`config.mk`:
```
export PLATFORM = sky130hd
export DESIGN_NAME = spccs_top
export DESIGN_NICKNAME = d
export VERILOG_FILES = /design/src/hw/spccs_chan_sel.v /design/src/hw/spccs_top.v
export VERILOG_INCLUDE_DIRS = /design/src /design/src/hw
export SDC_FILE = /design/constraint.sdc
export NUM_CORES = 1
export LEC_CHECK = 0
export ABC_AREA = 1
export BUFFER_PORTS_ARGS = -buffer_cell sky130_fd_sc_hd__buf_2
export CAP_MARGIN = 5
export CORE_AREA = 8 8 183 219
export DETAILED_ROUTE_END_ITERATION = 16
export DIE_AREA = 0 0 191 227
export GPL_ROUTABILITY_DRIVEN = 0
export PLACE_DENSITY_LB_ADDON = 0.12
export SLEW_MARGIN = 20
export SYNTH_ARGS = -nofsm -noshare
export SYNTH_HDL_FRONTEND = slang
export SYNTH_SLANG_ARGS = --single-unit
```
`constraint.sdc`:
```
create_clock -name clk_sys -period 2.09 [get_ports clk_sys]
set_input_delay 0.3135 -clock clk_sys [delete_from_list [all_inputs] [get_ports clk_sys]]
set_output_delay 0.3135 -clock clk_sys [all_outputs]
set_load 0.02 [all_outputs]
```
`src/hw/spccs_defines.vh`:
```
// register map, field positions, reset values and codes of the port control
`ifndef SPCCS_DEFINES_VH
`define SPCCS_DEFINES_VH

// ----------------------------------------------------------------------
// register indexes (16-bit words)
// ----------------------------------------------------------------------
`define SPCCS_IDX_PIN_CTL     5'h00
`define SPCCS_IDX_GEN_ONE     5'h01
`define SPCCS_IDX_GEN_TWO     5'h02
`define SPCCS_IDX_RX_CFG      5'h03
`define SPCCS_IDX_TX_CFG      5'h04
`define SPCCS_IDX_MC_ONE      5'h05
`define SPCCS_IDX_MC_TWO      5'h06
`define SPCCS_IDX_RX_ENA_HI   2'h1
`define SPCCS_IDX_TX_ENA_HI   2'h2

// ----------------------------------------------------------------------
// reset values
// ----------------------------------------------------------------------
`define SPCCS_RST_WORD        16'h0000
`define SPCCS_RST_GEN_TWO     16'h2000

// ----------------------------------------------------------------------
// pin control fields
// ----------------------------------------------------------------------
`define SPCCS_PC_RX_GPIO      12
`define SPCCS_PC_TX_FDIR      11
`define SPCCS_PC_RX_FDIR      10
`define SPCCS_PC_TX_CDIR      9
`define SPCCS_PC_RX_CDIR      8
`define SPCCS_PC_EXT_SRC      7
`define SPCCS_PC_EXT_STAT     6
`define SPCCS_PC_TXD_STAT     5
`define SPCCS_PC_RXD_STAT     4
`define SPCCS_PC_TX_FPOL      3
`define SPCCS_PC_RX_FPOL      2
`define SPCCS_PC_TX_CPOL      1
`define SPCCS_PC_RX_CPOL      0

// ----------------------------------------------------------------------
// generator, direction config and multichannel fields
// ----------------------------------------------------------------------
`define SPCCS_G2_SRC          13
`define SPCCS_CFG_WLEN_HI     2
`define SPCCS_CFG_DUAL        3
`define SPCCS_CFG_FLEN_HI     10
`define SPCCS_CFG_FLEN_LO     4
`define SPCCS_CFG_STOP_HI     12
`define SPCCS_CFG_STOP_LO     11
`define SPCCS_MC_ENABLE       0
`define SPCCS_MC_EXT          9

// ----------------------------------------------------------------------
// generator input clock codes {extended bit, source bit}
// ----------------------------------------------------------------------
`define SPCCS_SRC_NONE        2'b00
`define SPCCS_SRC_CPU         2'b01
`define SPCCS_SRC_RXPIN       2'b10
`define SPCCS_SRC_TXPIN       2'b11

`endif

```
`src/hw/spccs_chan_sel.v`:
```
// per-direction channel enable lookup, 32-channel or 128-channel scheme
`timescale 1ns/10ps
module spccs_chan_sel #(
	parameter NCH = 128
) (
	clk_sys,
	sys_rst,
	mc_enable,
	ext_enable,
	ena_words,
	channel,
	chan_enabled
);
	input  wire           clk_sys;      // system clock
	input  wire           sys_rst;      // synchronous reset
	input  wire           mc_enable;    // multichannel selection on
	input  wire           ext_enable;   // channel_extension_enable
	input  wire [NCH-1:0] ena_words;    // packed channel enables
	input  wire [6:0]     channel;      // channel now in the frame
	output reg            chan_enabled; // channel is serviced

	// ------------------------------------------------------------------
	// lookup
	// ------------------------------------------------------------------
	reg pick;
	// legacy scheme looks only at the first 32 enables; extension uses all
	always @* begin
		pick = 1'b1;
		if (mc_enable) begin
			if (ext_enable)
				pick = ena_words[channel];
			else
				pick = ena_words[{2'b00, channel[4:0]}];
		end
	end

	// registered so the frame logic sees a clean level
	always @(posedge clk_sys) begin
		if (sys_rst)
			chan_enabled <= 1'b0;
		else
			chan_enabled <= pick;
	end
endmodule

```
`src/hw/spccs_top.v`:
```
// serial port clock source, pin control and channel selection block
`timescale 1ns/10ps
`include "spccs_defines.vh"
module spccs_top (
	input  wire        clk_sys,            // 200 MHz system clock
	input  wire        sys_rst,            // synchronous, active high
	input  wire [4:0]  reg_addr,           // 16-bit word index
	input  wire        reg_wr,             // write strobe
	input  wire        reg_rd,             // read strobe
	input  wire [15:0] reg_wdata,          // write data
	output reg  [15:0] reg_rdata,          // read data, one cycle later
	input  wire        tx_clock_pin_in,    // transmit_clock_pin level
	input  wire        rx_clock_pin_in,    // receive_clock_pin level
	input  wire        ext_clock_pin_in,   // external_sample_clock_pin
	input  wire        rx_data_pin_in,     // receive data pin level
	output reg         tx_clock_pin_out,   // transmit clock drive value
	output reg         tx_clock_pin_oe,    // transmit clock driver on
	output reg         rx_clock_pin_out,   // receive clock drive value
	output reg         rx_clock_pin_oe,    // receive clock driver on
	output wire        tx_data_gpio_out,   // tx_data_pin_status value
	output wire        tx_frame_direction, // frame sync direction bits
	output wire        rx_frame_direction,
	output wire        tx_frame_polarity,  // frame sync polarity bits
	output wire        rx_frame_polarity,
	output reg         tx_shift_tick,      // one-cycle bit clock event
	output reg         rx_shift_tick,
	output reg  [5:0]  tx_word_bits,       // word length in bits
	output reg  [5:0]  rx_word_bits,
	output reg         clock_stop_mode,    // SPI-style operation active
	input  wire [6:0]  tx_channel,         // channel index from framer
	input  wire [6:0]  rx_channel,
	output wire        tx_chan_enabled,    // channel is serviced
	output wire        rx_chan_enabled
);

	// ------------------------------------------------------------------
	// register storage
	// ------------------------------------------------------------------
	reg [15:0] pin_ctl_reg;   // serial_pin_control
	reg [15:0] gen_one_reg;   // generator divider in low byte
	reg [15:0] gen_two_reg;   // generator_config_two
	reg [15:0] rx_cfg_reg;    // rx word length, phase, stop mode
	reg [15:0] tx_cfg_reg;
	reg [15:0] mc_one_reg;    // multichannel_control_one (rx)
	reg [15:0] mc_two_reg;    // multichannel_control_two (tx)
	reg [15:0] ena_reg [0:15]; // 0..7 rx enables, 8..15 tx enables
	integer    i;

	// software writes; the upper reserved pin control bits stay zero
	always @(posedge clk_sys) begin
		if (sys_rst) begin
			pin_ctl_reg <= `SPCCS_RST_WORD;
			gen_one_reg <= `SPCCS_RST_WORD;
			gen_two_reg <= `SPCCS_RST_GEN_TWO;
			rx_cfg_reg  <= `SPCCS_RST_WORD;
			tx_cfg_reg  <= `SPCCS_RST_WORD;
			mc_one_reg  <= `SPCCS_RST_WORD;
			mc_two_reg  <= `SPCCS_RST_WORD;
			for (i = 0; i < 16; i = i + 1)
				ena_reg[i] <= `SPCCS_RST_WORD;
		end else if (reg_wr) begin
			case (reg_addr)
			`SPCCS_IDX_PIN_CTL: pin_ctl_reg <= {3'h0, reg_wdata[12:0]};
			`SPCCS_IDX_GEN_ONE: gen_one_reg <= reg_wdata;
			`SPCCS_IDX_GEN_TWO: gen_two_reg <= reg_wdata;
			`SPCCS_IDX_RX_CFG:  rx_cfg_reg  <= reg_wdata;
			`SPCCS_IDX_TX_CFG:  tx_cfg_reg  <= reg_wdata;
			`SPCCS_IDX_MC_ONE:  mc_one_reg  <= reg_wdata;
			`SPCCS_IDX_MC_TWO:  mc_two_reg  <= reg_wdata;
			default: begin
				// enable words: rx at 8..15, tx at 16..23
				if (reg_addr[4:3] == `SPCCS_IDX_RX_ENA_HI)
					ena_reg[{1'b0, reg_addr[2:0]}] <= reg_wdata;
				else if (reg_addr[4:3] == `SPCCS_IDX_TX_ENA_HI)
					ena_reg[{1'b1, reg_addr[2:0]}] <= reg_wdata;
			end
			endcase
		end
	end

	// ------------------------------------------------------------------
	// pin input synchronisers
	// ------------------------------------------------------------------
	reg [3:0] pin_s1_reg; // first stage, read only by the second
	reg [3:0] pin_s2_reg; // {rxd, ext, rxclk, txclk}
	reg [1:0] clk_d_reg;  // previous clock levels for edge finding
	always @(posedge clk_sys) begin
		if (sys_rst) begin
			pin_s1_reg <= 4'h0;
			pin_s2_reg <= 4'h0;
			clk_d_reg  <= 2'h0;
		end else begin
			pin_s1_reg <= {rx_data_pin_in, ext_clock_pin_in,
				rx_clock_pin_in, tx_clock_pin_in};
			pin_s2_reg <= pin_s1_reg;
			clk_d_reg  <= pin_s2_reg[1:0];
		end
	end
	wire tx_pin_rise = pin_s2_reg[0] & ~clk_d_reg[0];
	wire rx_pin_rise = pin_s2_reg[1] & ~clk_d_reg[1];
	wire tx_pin_fall = ~pin_s2_reg[0] & clk_d_reg[0];
	wire rx_pin_fall = ~pin_s2_reg[1] & clk_d_reg[1];

	// ------------------------------------------------------------------
	// read path
	// ------------------------------------------------------------------
	reg [15:0] rd_mux;
	// ext status shows its live pin, rx data status only with gpio enable; tx data status shows its setting
	always @* begin
		rd_mux = 16'h0000;
		case (reg_addr)
		`SPCCS_IDX_PIN_CTL: begin
			rd_mux = pin_ctl_reg;
			rd_mux[`SPCCS_PC_EXT_STAT] = pin_s2_reg[2];
			if (pin_ctl_reg[`SPCCS_PC_RX_GPIO])
				rd_mux[`SPCCS_PC_RXD_STAT] = pin_s2_reg[3];
		end
		`SPCCS_IDX_GEN_ONE: rd_mux = gen_one_reg;
		`SPCCS_IDX_GEN_TWO: rd_mux = gen_two_reg;
		`SPCCS_IDX_RX_CFG:  rd_mux = rx_cfg_reg;
		`SPCCS_IDX_TX_CFG:  rd_mux = tx_cfg_reg;
		`SPCCS_IDX_MC_ONE:  rd_mux = mc_one_reg;
		`SPCCS_IDX_MC_TWO:  rd_mux = mc_two_reg;
		default: begin
			if (reg_addr[4:3] == `SPCCS_IDX_RX_ENA_HI)
				rd_mux = ena_reg[{1'b0, reg_addr[2:0]}];
			else if (reg_addr[4:3] == `SPCCS_IDX_TX_ENA_HI)
				rd_mux = ena_reg[{1'b1, reg_addr[2:0]}];
		end
		endcase
	end

	// unmapped indexes read zero
	always @(posedge clk_sys) begin
		if (sys_rst)
			reg_rdata <= 16'h0000;
		else if (reg_rd)
			reg_rdata <= rd_mux;
	end

	// ------------------------------------------------------------------
	// sample rate generator
	// ------------------------------------------------------------------
	wire [1:0] src_sel = {pin_ctl_reg[`SPCCS_PC_EXT_SRC],
		gen_two_reg[`SPCCS_G2_SRC]};
	reg        src_tick;
	// one tick per input clock event of the chosen source
	always @* begin
		case (src_sel)
		`SPCCS_SRC_CPU:   src_tick = 1'b1;
		`SPCCS_SRC_RXPIN: src_tick = rx_pin_rise;
		`SPCCS_SRC_TXPIN: src_tick = tx_pin_rise;
		default:          src_tick = 1'b0;
		endcase
	end

	reg [7:0] gen_cnt_reg; // ticks in the current half period
	reg       gen_clk_reg; // generator output level
	// half period is divider+1 source ticks
	always @(posedge clk_sys) begin
		if (sys_rst || src_sel == `SPCCS_SRC_NONE) begin
			gen_cnt_reg <= 8'h00;
			gen_clk_reg <= 1'b0;
		end else if (src_tick) begin
			if (gen_cnt_reg == gen_one_reg[7:0]) begin
				gen_cnt_reg <= 8'h00;
				gen_clk_reg <= ~gen_clk_reg;
			end else begin
				gen_cnt_reg <= gen_cnt_reg + 8'h01;
			end
		end
	end
	wire gen_rise = src_tick && gen_cnt_reg == gen_one_reg[7:0] &&
		!gen_clk_reg; // rising edge; src_tick is low for reserved code

	// ------------------------------------------------------------------
	// clock stop and word length
	// ------------------------------------------------------------------
	// stop mode is honoured only for one phase of one word
	wire tx_stop_ok = tx_cfg_reg[`SPCCS_CFG_STOP_HI:`SPCCS_CFG_STOP_LO] != 2'b00
		&& !tx_cfg_reg[`SPCCS_CFG_DUAL]
		&& tx_cfg_reg[`SPCCS_CFG_FLEN_HI:`SPCCS_CFG_FLEN_LO] == 7'h00;
	wire rx_stop_ok = !rx_cfg_reg[`SPCCS_CFG_DUAL]
		&& rx_cfg_reg[`SPCCS_CFG_FLEN_HI:`SPCCS_CFG_FLEN_LO] == 7'h00;

	function [5:0] wlen_bits;
		input [2:0] code;
		begin
			case (code)
			3'h0:    wlen_bits = 6'd8;
			3'h1:    wlen_bits = 6'd12;
			3'h2:    wlen_bits = 6'd16;
			3'h3:    wlen_bits = 6'd20;
			3'h4:    wlen_bits = 6'd24;
			default: wlen_bits = 6'd32;
			endcase
		end
	endfunction

	// ------------------------------------------------------------------
	// clock directions and pin drivers
	// ------------------------------------------------------------------
	wire tx_dir = pin_ctl_reg[`SPCCS_PC_TX_CDIR];
	// in stop mode the receiver follows the transmitter's role
	wire rx_dir = (tx_stop_ok && rx_stop_ok) ? tx_dir :
		pin_ctl_reg[`SPCCS_PC_RX_CDIR];
	wire tx_pin_is_src = src_sel == `SPCCS_SRC_TXPIN;
	wire rx_pin_is_src = src_sel == `SPCCS_SRC_RXPIN;
	wire tx_cpol = pin_ctl_reg[`SPCCS_PC_TX_CPOL];
	wire rx_cpol = pin_ctl_reg[`SPCCS_PC_RX_CPOL];

	// a pin feeding the generator never drives; the driven clock obeys
	// the polarity bit so the pin and the shift event stay aligned
	always @(posedge clk_sys) begin
		if (sys_rst) begin
			tx_clock_pin_out <= 1'b0;
			tx_clock_pin_oe  <= 1'b0;
			rx_clock_pin_out <= 1'b0;
			rx_clock_pin_oe  <= 1'b0;
			tx_shift_tick    <= 1'b0;
			rx_shift_tick    <= 1'b0;
			tx_word_bits     <= 6'd8;
			rx_word_bits     <= 6'd8;
			clock_stop_mode  <= 1'b0;
		end else begin
			tx_clock_pin_out <= gen_clk_reg ^ tx_cpol;
			tx_clock_pin_oe  <= tx_dir && !tx_pin_is_src;
			rx_clock_pin_out <= gen_clk_reg ^ rx_cpol;
			rx_clock_pin_oe  <= rx_dir && !rx_pin_is_src;
			// internal clocks come from the generator, else the pin
			tx_shift_tick <= tx_dir ? gen_rise :
				(tx_cpol ? tx_pin_fall : tx_pin_rise);
			rx_shift_tick <= rx_dir ? gen_rise :
				(rx_cpol ? rx_pin_fall : rx_pin_rise);
			tx_word_bits <= wlen_bits(tx_cfg_reg[`SPCCS_CFG_WLEN_HI:0]);
			rx_word_bits <= wlen_bits(rx_cfg_reg[`SPCCS_CFG_WLEN_HI:0]);
			clock_stop_mode <= tx_stop_ok && rx_stop_ok;
		end
	end

	// ------------------------------------------------------------------
	// loose control bits
	// ------------------------------------------------------------------
	assign tx_data_gpio_out   = pin_ctl_reg[`SPCCS_PC_TXD_STAT];
	assign tx_frame_direction = pin_ctl_reg[`SPCCS_PC_TX_FDIR];
	assign rx_frame_direction = pin_ctl_reg[`SPCCS_PC_RX_FDIR];
	assign tx_frame_polarity  = pin_ctl_reg[`SPCCS_PC_TX_FPOL];
	assign rx_frame_polarity  = pin_ctl_reg[`SPCCS_PC_RX_FPOL];

	// ------------------------------------------------------------------
	// channel selection per direction
	// ------------------------------------------------------------------
	wire [127:0] rx_ena_flat;
	wire [127:0] tx_ena_flat;
	genvar g;
	generate
		for (g = 0; g < 8; g = g + 1) begin : g_pack
			assign rx_ena_flat[g*16 +: 16] = ena_reg[g];
			assign tx_ena_flat[g*16 +: 16] = ena_reg[g+8];
		end
	endgenerate

	spccs_chan_sel #(.NCH(128)) u_rx_sel (
		.clk_sys      (clk_sys),
		.sys_rst      (sys_rst),
		.mc_enable    (mc_one_reg[`SPCCS_MC_ENABLE]),
		.ext_enable   (mc_one_reg[`SPCCS_MC_EXT]),
		.ena_words    (rx_ena_flat),
		.channel      (rx_channel),
		.chan_enabled (rx_chan_enabled)
	);

	spccs_chan_sel #(.NCH(128)) u_tx_sel (
		.clk_sys      (clk_sys),
		.sys_rst      (sys_rst),
		.mc_enable    (mc_two_reg[`SPCCS_MC_ENABLE]),
		.ext_enable   (mc_two_reg[`SPCCS_MC_EXT]),
		.ena_words    (tx_ena_flat),
		.channel      (tx_channel),
		.chan_enabled (tx_chan_enabled)
	);
endmodule

```
==> impl_metrics.csv, run 1 <==
group,metric,value,unit
outcome,status,"complete, no violations",
clocking,clk_latency,0.55,ns
route,drt-initial-drc-count,2938,
layout,fin_nets,2535,
sta,slew_headroom,30.89,%
die,design.die.area,43360,sq um
yosys,ys_async_sr_fraction,0,%
grt,grt_first_pass_wirelength,104400,microns
placement,dpl.hpwl,47980,microns
power_and_ir_drop,clkPwrFrac,39.1,%
clocking,cts_tree,"built",
power_and_ir_drop,p_per_area,813.5,nW/um^2
sta,worst_slew_pin_slew,1.030,ns
route,antenna_left,0,
die,core-area,36510,sq um
worst_setup_path,critPathCaptureType,"flop",
yosys,synth_seq_cells,416,
sta,hold_viol_final,0,
power_and_ir_drop,seqPwrFrac,49.8,%
grt,gr-total-overflow,0,
sta,timing.fmax,540.9,MHz
clocking,clk_pin_slew,0.06,ns
die,die_h,227,microns
sta,fin_crit_sh,88.45,%
die,io_pins,85,
worst_setup_path,r2r-start,"tx_cfg_reg[7]",
sta,skew,0.007786,ns
sta,period_minus_slack,1.849,ns
worst_setup_path,crit_type,"reg2reg",
clocking,ctsResizeCount,0,
clocking,clkSinkCount,416,
min_path,hp-class,"in2reg",
power_and_ir_drop,p_int,13.87,mW
yosys,synth.avg_cell_area,8.333,sq um
yosys,ys_types,42,
clocking,clockRootBuffer,"clkbuf_16",
yosys,netlist_instances,2372,
power_and_ir_drop,leakagePower,9.041,nW
yosys,yosysWarnings,0,
yosys,synth_compound_area_share,12.15,%
placement,io_buffer_count,80,
yosys,synthAdderAreaFrac,0.06330,%
worst_setup_path,startpoint,"tx_cfg_reg[7]",
die,die_w,191,microns
yosys,synth_simple_gate_area_share,26.38,%
layout,n_fill_cell,3141,
sta,whs,0.09309,ns
sta,rsz0062_at_grt,"no",
yosys,synthMuxAreaShare,0.05064,%
grt,grt_pass1_vias,17410,
layout,utilization,63.05,%
layout,drive_above_1_share,13.00,%
yosys,synth_ff_type,"edfxtp_1",
route,first_pass_iters,6,
sta,drv_slew,0,
die,rows,77,
yosys,synth_xor_area_share,0.2659,%
power_and_ir_drop,ir_worst_vdd,0.6437,mV
route,wirelength,70330,microns
power_and_ir_drop,netSwitchingPower,4.855,mW
die,start_util,54.13,%
power_and_ir_drop,switching_share,25.92,%
route,wire_per_inst,23.46,microns
grt,grt_usage,31.88,%
yosys,synth_edf_count,256,
worst_setup_path,startpoint_type,"flop",
route,dr_total_vias,18540,
worst_setup_path,crit_fanout,3,
yosys,synth_top_family_by_area,"simple AND/OR/NAND/NOR gates",
route,viasPerCell,6.183,
yosys,seq_area_frac_synth,55.10,%
power_and_ir_drop,p_comb_share,11.1,%
yosys,netlist_area,19770,sq um
layout,largest_reg_flops,256,
clocking,cts_buffers,42,
layout,area_growth,16.48,%
grt,antenna_found_initial,4,
route,drc_errors,0,
grt,grt_max_degree,62,
clocking,clk_path_buf_depth,3,
worst_setup_path,cp.required,2.54,ns
job,maxCapViolations,0,
worst_setup_path,arrival,2.30,ns
sta,tns,0,ns
clocking,ctsHtreeMaxLevel,2,
min_path,worstHoldStart,"reg_wdata[14]",
sta,finalSetupViolations,0,
==> kinds of logic after synthesis <==
family,after synthesis
muxes,1
and+or+nand+nor,1232
other,1
buffers and inverters,296
AOI/OAI and AO/OA,419
adders and majority gates,1
xor gates and xnor gates,6
DFF,416
==> power groups by stage <==
stage               registers, mW  clock network, mW  logic, mW
floorplan                    9.41                  0       1.09
global placement             9.48                  0       1.99
detailed placement           9.48                  0       2.01
CTS                          9.31               7.35       2.02
global route                 9.34               7.63       2.21
finish                       9.32               7.33       2.08
==> placed cells by master (no fill, tap or decap), drive strengths merged <==
cell type / instances
a2111oi: 1
a211oi: 2
a21oi: 156
a221oi: 1
a22oi: 61
a41oi: 19
and3: 1
buf: 237
bufinv: 2
clkbuf: 59
clkinv: 30
clkinvlp: 1
conb: 4
dfxtp: 160
diode: 1
dlygate4sd3: 4
edfxtp: 256
ha: 1
inv: 111
mux2i: 1
nand2: 576
nand3: 290
nand4: 27
nor2: 311
nor3: 14
nor3b: 2
nor4: 8
o2111ai: 7
o211ai: 7
o21a: 2
o21ai: 150
o221ai: 1
o22ai: 12
or2: 3
xnor2: 2
xor2: 4
==> final cells by class <==
type                            count  area (sq um)  area share, %
Clock inverter                     17         136.4         0.5924
Sequential cell                   416         10890          47.30
Antenna cell                        1         2.502        0.01087
Clock buffer                       59          1170          5.082
Tap cell                          474         593.1          2.576
Inverter                          127         476.7          2.071
Timing Repair Buffer              241          2032          8.826
Multi-Input combinational cell   1663          7721          33.54
==> metrics by stage <==
stage	power, mW	worst slack, ns	area (sq um)	instances
global route	19.18	0.03008	23020	2998
detailed placement	11.48	-0.1908	21670	2917
CTS	18.68	0.2340	23020	2997
floorplan	10.50	-0.1094	19780	2375
finish	18.73	0.2413	23020	2998
global placement	11.46	-0.1808	21670	2917
==> synthesized netlist by cell type, types with 3 or more instances <==
master,instances,area (sq um)
a21oi_1,156,780.8
a41oi_1,19,166.4
nor4_1,8,50.05
inv_1,105,394.1
nand2_1,567,2128
nor3_1,12,60.06
xor2_1,4,35.03
a22oi_1,61,457.9
nand4_1,27,168.9
buf_1,12,45.04
clkinv_1,19,71.32
o211ai_1,7,52.55
clkbuf_1,110,412.9
o2111ai_1,7,61.31
nand2_2,8,50.05
buf_2,43,215.2
dfxtp_1,160,3203
nand3_1,282,1411
nor2_4,3,33.78
inv_2,3,11.26
buf_4,4,30.03
o21ai_0,150,750.7
edfxtp_1,256,7687
nor2_1,306,1149
nand3_2,8,80.08
o22ai_1,12,75.07
==> critical path: stages (launching register included) <==
cell	delay, ns
dfxtp_1	0.31
nor4_1	0.35
nand4_1	0.39
o21ai_0	0.42
nor2_1	0.08
a211oi_1	0.20
==> repair_timing <==
item	CTS	global route
endpoints found under the hold margin	4	0
hold buffers	4	0
setup buffers	0	0
==> worst paths after layout <==
check	endpoint	slack, ns	cells past startpoint
max	rx_shift_tick	0.24	5
min	mc_one_reg[14]	0.09	3
max reg2reg	rx_shift_tick	0.24	5
min reg2reg	pin_s2_reg[2]	0.40	2
==> per-layer routing <==
metal	share of wire (%)	vias up	global-route usage, %
met1	36	8664	39.25
met3	11	267	6.053
met4	6.2	2	18.56
li1	-	8325	-
met5	0.020	-	0
met2	47	1279	51.92
(Power assumes the default switching activity.)
==> run 2, diff against run 1 <==
--- a/config.mk
+++ b/config.mk
@@ -9,11 +9,11 @@
 export ABC_AREA = 1
 export BUFFER_PORTS_ARGS = -buffer_cell sky130_fd_sc_hd__buf_2
 export CAP_MARGIN = 5
-export CORE_AREA = 8 8 183 219
+export CORE_AREA = 8 8 208 249
 export DETAILED_ROUTE_END_ITERATION = 16
-export DIE_AREA = 0 0 191 227
+export DIE_AREA = 0 0 216 257
 export GPL_ROUTABILITY_DRIVEN = 0
-export PLACE_DENSITY_LB_ADDON = 0.12
+export PLACE_DENSITY = 0.62
 export SLEW_MARGIN = 20
 export SYNTH_ARGS = -nofsm -noshare
 export SYNTH_HDL_FRONTEND = slang
==> impl_metrics.csv, run 2 (synthesis results as in run 1) <==
group,metric,value,unit
worst_setup_path,worst_path_dominant_cell_family,"compound AO/OA/AOI/OAI gates",
grt,grt_max_degree,101,
route,drt-initial-drc-count,1993,
min_path,hold_path_end,"mc_one_reg[14]",
placement,io_buffer_count,80,
layout,fin_cells,3145,
die,die_w,216,microns
power_and_ir_drop,leakagePower,9.081,nW
layout,fin_nets,2527,
worst_setup_path,path_buf_inv,5,
clocking,clk_latency,0.56,ns
sta,slew_headroom,57.62,%
min_path,hold_depth,3,
worst_setup_path,arrival,2.29,ns
power_and_ir_drop,netSwitchingPower,4.879,mW
clocking,cts_buffers,41,
clocking,clkSinkCount,416,
route,wire_per_inst,22.93,microns
route,dr_total_vias,18100,
worst_setup_path,critPathCaptureType,"flop",
power_and_ir_drop,p_int,14.40,mW
clocking,cts_setup_buffers,0,
sta,fin_crit_sh,89.65,%
grt,grt_first_pass_wirelength,107700,microns
outcome,status,"complete, no violations",
layout,antenna_cells,0,
worst_setup_path,r2r_slack,0.26,ns
route,viasPerCell,5.756,
worst_setup_path,path_cells,"buf_2 -> inv_1 -> nand2_1 -> inv_2 -> buf_4 -> buf_12 -> nand2_1 -> a41oi_1 -> o21ai_0 -> nand2_1 -> nor2_1 -> a21oi_1",
route,first_pass_iters,6,
worst_setup_path,reg2regPathDepth,9,
clocking,hold_buffers,4,
worst_setup_path,cp_common_cell,"nand2_1",
power_and_ir_drop,clkPwrFrac,40.9,%
sta,hold_viol_final,0,
layout,drive_above_1_share,13.16,%
layout,area_growth,17.91,%
grt,antenna_found_initial,0,
sta,rsz0062_at_grt,"no",
clocking,clk_pin_slew,0.07,ns
die,io_pins,85,
worst_setup_path,reg2reg_to,"gen_cnt_reg[7]",
power_and_ir_drop,p_per_area,827.4,nW/um^2
worst_setup_path,startpoint_type,"input port",
die,rows,88,
min_path,worstHoldStart,"reg_wdata[14]",
route,antenna_left,0,
sta,timing.fmax,533.7,MHz
clocking,ctsHtreeMaxLevel,2,
clocking,clockRootBuffer,"clkbuf_16",
clocking,ctsResizeCount,0,
worst_setup_path,slowest_delay,0.48,ns
sta,worst_slew_pin_slew,0.6317,ns
die,core-area,47790,sq um
route,drc_errors,0,
clocking,cts_tree,"built",
die,design.die.area,55510,sq um
sta,period_minus_slack,1.874,ns
route,wirelength,72120,microns
job,maxCapViolations,0,
layout,final_common_cell,"nand2_1",
worst_setup_path,r2r-start,"pin_s2_reg[1]",
power_and_ir_drop,switching_share,25.30,%
grt,grt_usage,25.21,%
power_and_ir_drop,seqPwrFrac,48.2,%
sta,drv_slew,0,
die,start_util,41.36,%
die,die_h,257,microns
layout,n_fill_cell,4588,
worst_setup_path,cp.required,2.50,ns
layout,final_cell_mix,"565 x nand2_1, 306 x nor2_1, 282 x nand3_1, 256 x edfxtp_1, 160 x dfxtp_1",
sta,whs,0.08951,ns
power_and_ir_drop,p_comb_share,10.9,%
sta,finalSetupViolations,0,
layout,largest_reg_flops,256,
worst_setup_path,crit_fanout,47,
sta,skew,0.02389,ns
power_and_ir_drop,ir_worst_vdd,0.7595,mV
worst_setup_path,worst_path_max_delay_cell,"o21ai_0",
grt,grt_pass1_vias,17770,
worst_setup_path,crit_type,"in2reg",
grt,gr-total-overflow,0,
placement,dpl.hpwl,49120,microns
min_path,hp-class,"in2reg",
placement,dp_cells,3066,
clocking,clk_path_buf_depth,3,
## run 2: cell count changes in the layout (fill, tap and decap cells not counted), moves of 2 or more
cell and change:
buf_4 -8, bufinv_16 +4, clkbuf_1 -6, clkbuf_8 +2, clkinv_1 -6, clkinv_2 +3
## run 2: area by class of cell
class / count / area, sq um / area share [%]
clock buffer: 54 / 1167 / 5.009
clock inverter: 21 / 269.0 / 1.154
multi-input combinational: 1663 / 7721 / 33.13
timing repair buffer: 234 / 1992 / 8.547
tap: 630 / 788.3 / 3.382
sequential: 416 / 10890 / 46.73
inverter: 127 / 476.7 / 2.046
## run 2: worst max-delay path by stage
stage	from	endpoint	slack [ns]	depth (start not counted)
3_5_place_dp	reg_addr[0]	reg_rdata[2]	-0.27	12
4_1_cts	pin_s2_reg[1]	gen_cnt_reg[7]	0.25	9
6_report	reg_addr[0]	reg_rdata[2]	0.22	12
5_1_grt	pin_s2_reg[1]	gen_cnt_reg[7]	0.05	9
3_3_place_gp	reg_addr[0]	reg_rdata[2]	-0.26	12
2_1_floorplan	reg_wr	ena_reg[1][0]	-0.11	8
## run 2: through the flow
| step | power (mW) | TNS (ns) | area (sq um) | worst slack (ns) | utilization (%) |
|---|---|---|---|---|---|
| 2_1_floorplan | 10.50 | -20.54 | 19780 | -0.1094 | - |
| 3_3_place_gp | 11.48 | -1.036 | 21830 | -0.2572 | 45.68 |
| 3_5_place_dp | 11.50 | -1.176 | 21830 | -0.2710 | 45.68 |
| 4_1_cts | 19.29 | 0 | 23300 | 0.2544 | 48.77 |
| 5_1_grt | 19.78 | 0 | 23300 | 0.04882 | 48.77 |
| 6_report | 19.28 | 0 | 23300 | 0.2164 | 48.77 |
## run 2: worst register-to-register path, stage by stage, from the launching register on
cell	delay (ns)
dfxtp_1	0.31
inv_1	0.05
or2_1	0.23
o21ai_0	0.14
nand2_1	0.16
inv_1	0.10
nand2_1	0.09
nor4_1	0.37
and3_1	0.24
nor3_1	0.04
## run 2: layer usage
| layer | part of all wire [%] | wire length (microns) | vias to the layer above | GRT usage (%) |
|---|---|---|---|---|
| li1 | - | - | 8302 | - |
| met3 | 8.0 | 5740 | 293 | 3.521 |
| met2 | 48 | 34700 | 999 | 42.96 |
| met4 | 8.0 | 5767 | 0 | 17.45 |
| met1 | 36 | 25910 | 8510 | 29.05 |
| met5 | 0 | 0 | - | 0 |
## run 2: power groups by stage
| stage | sequential (mW) | clock, mW | combinational (mW) |
|---|---|---|---|
| 6_report | 9.29 | 7.89 | 2.10 |
| 4_1_cts | 9.28 | 7.95 | 2.06 |
| 2_1_floorplan | 9.41 | 0 | 1.09 |
| 3_5_place_dp | 9.46 | 0 | 2.05 |
| 3_3_place_gp | 9.45 | 0 | 2.03 |
| 5_1_grt | 9.32 | 8.22 | 2.24 |
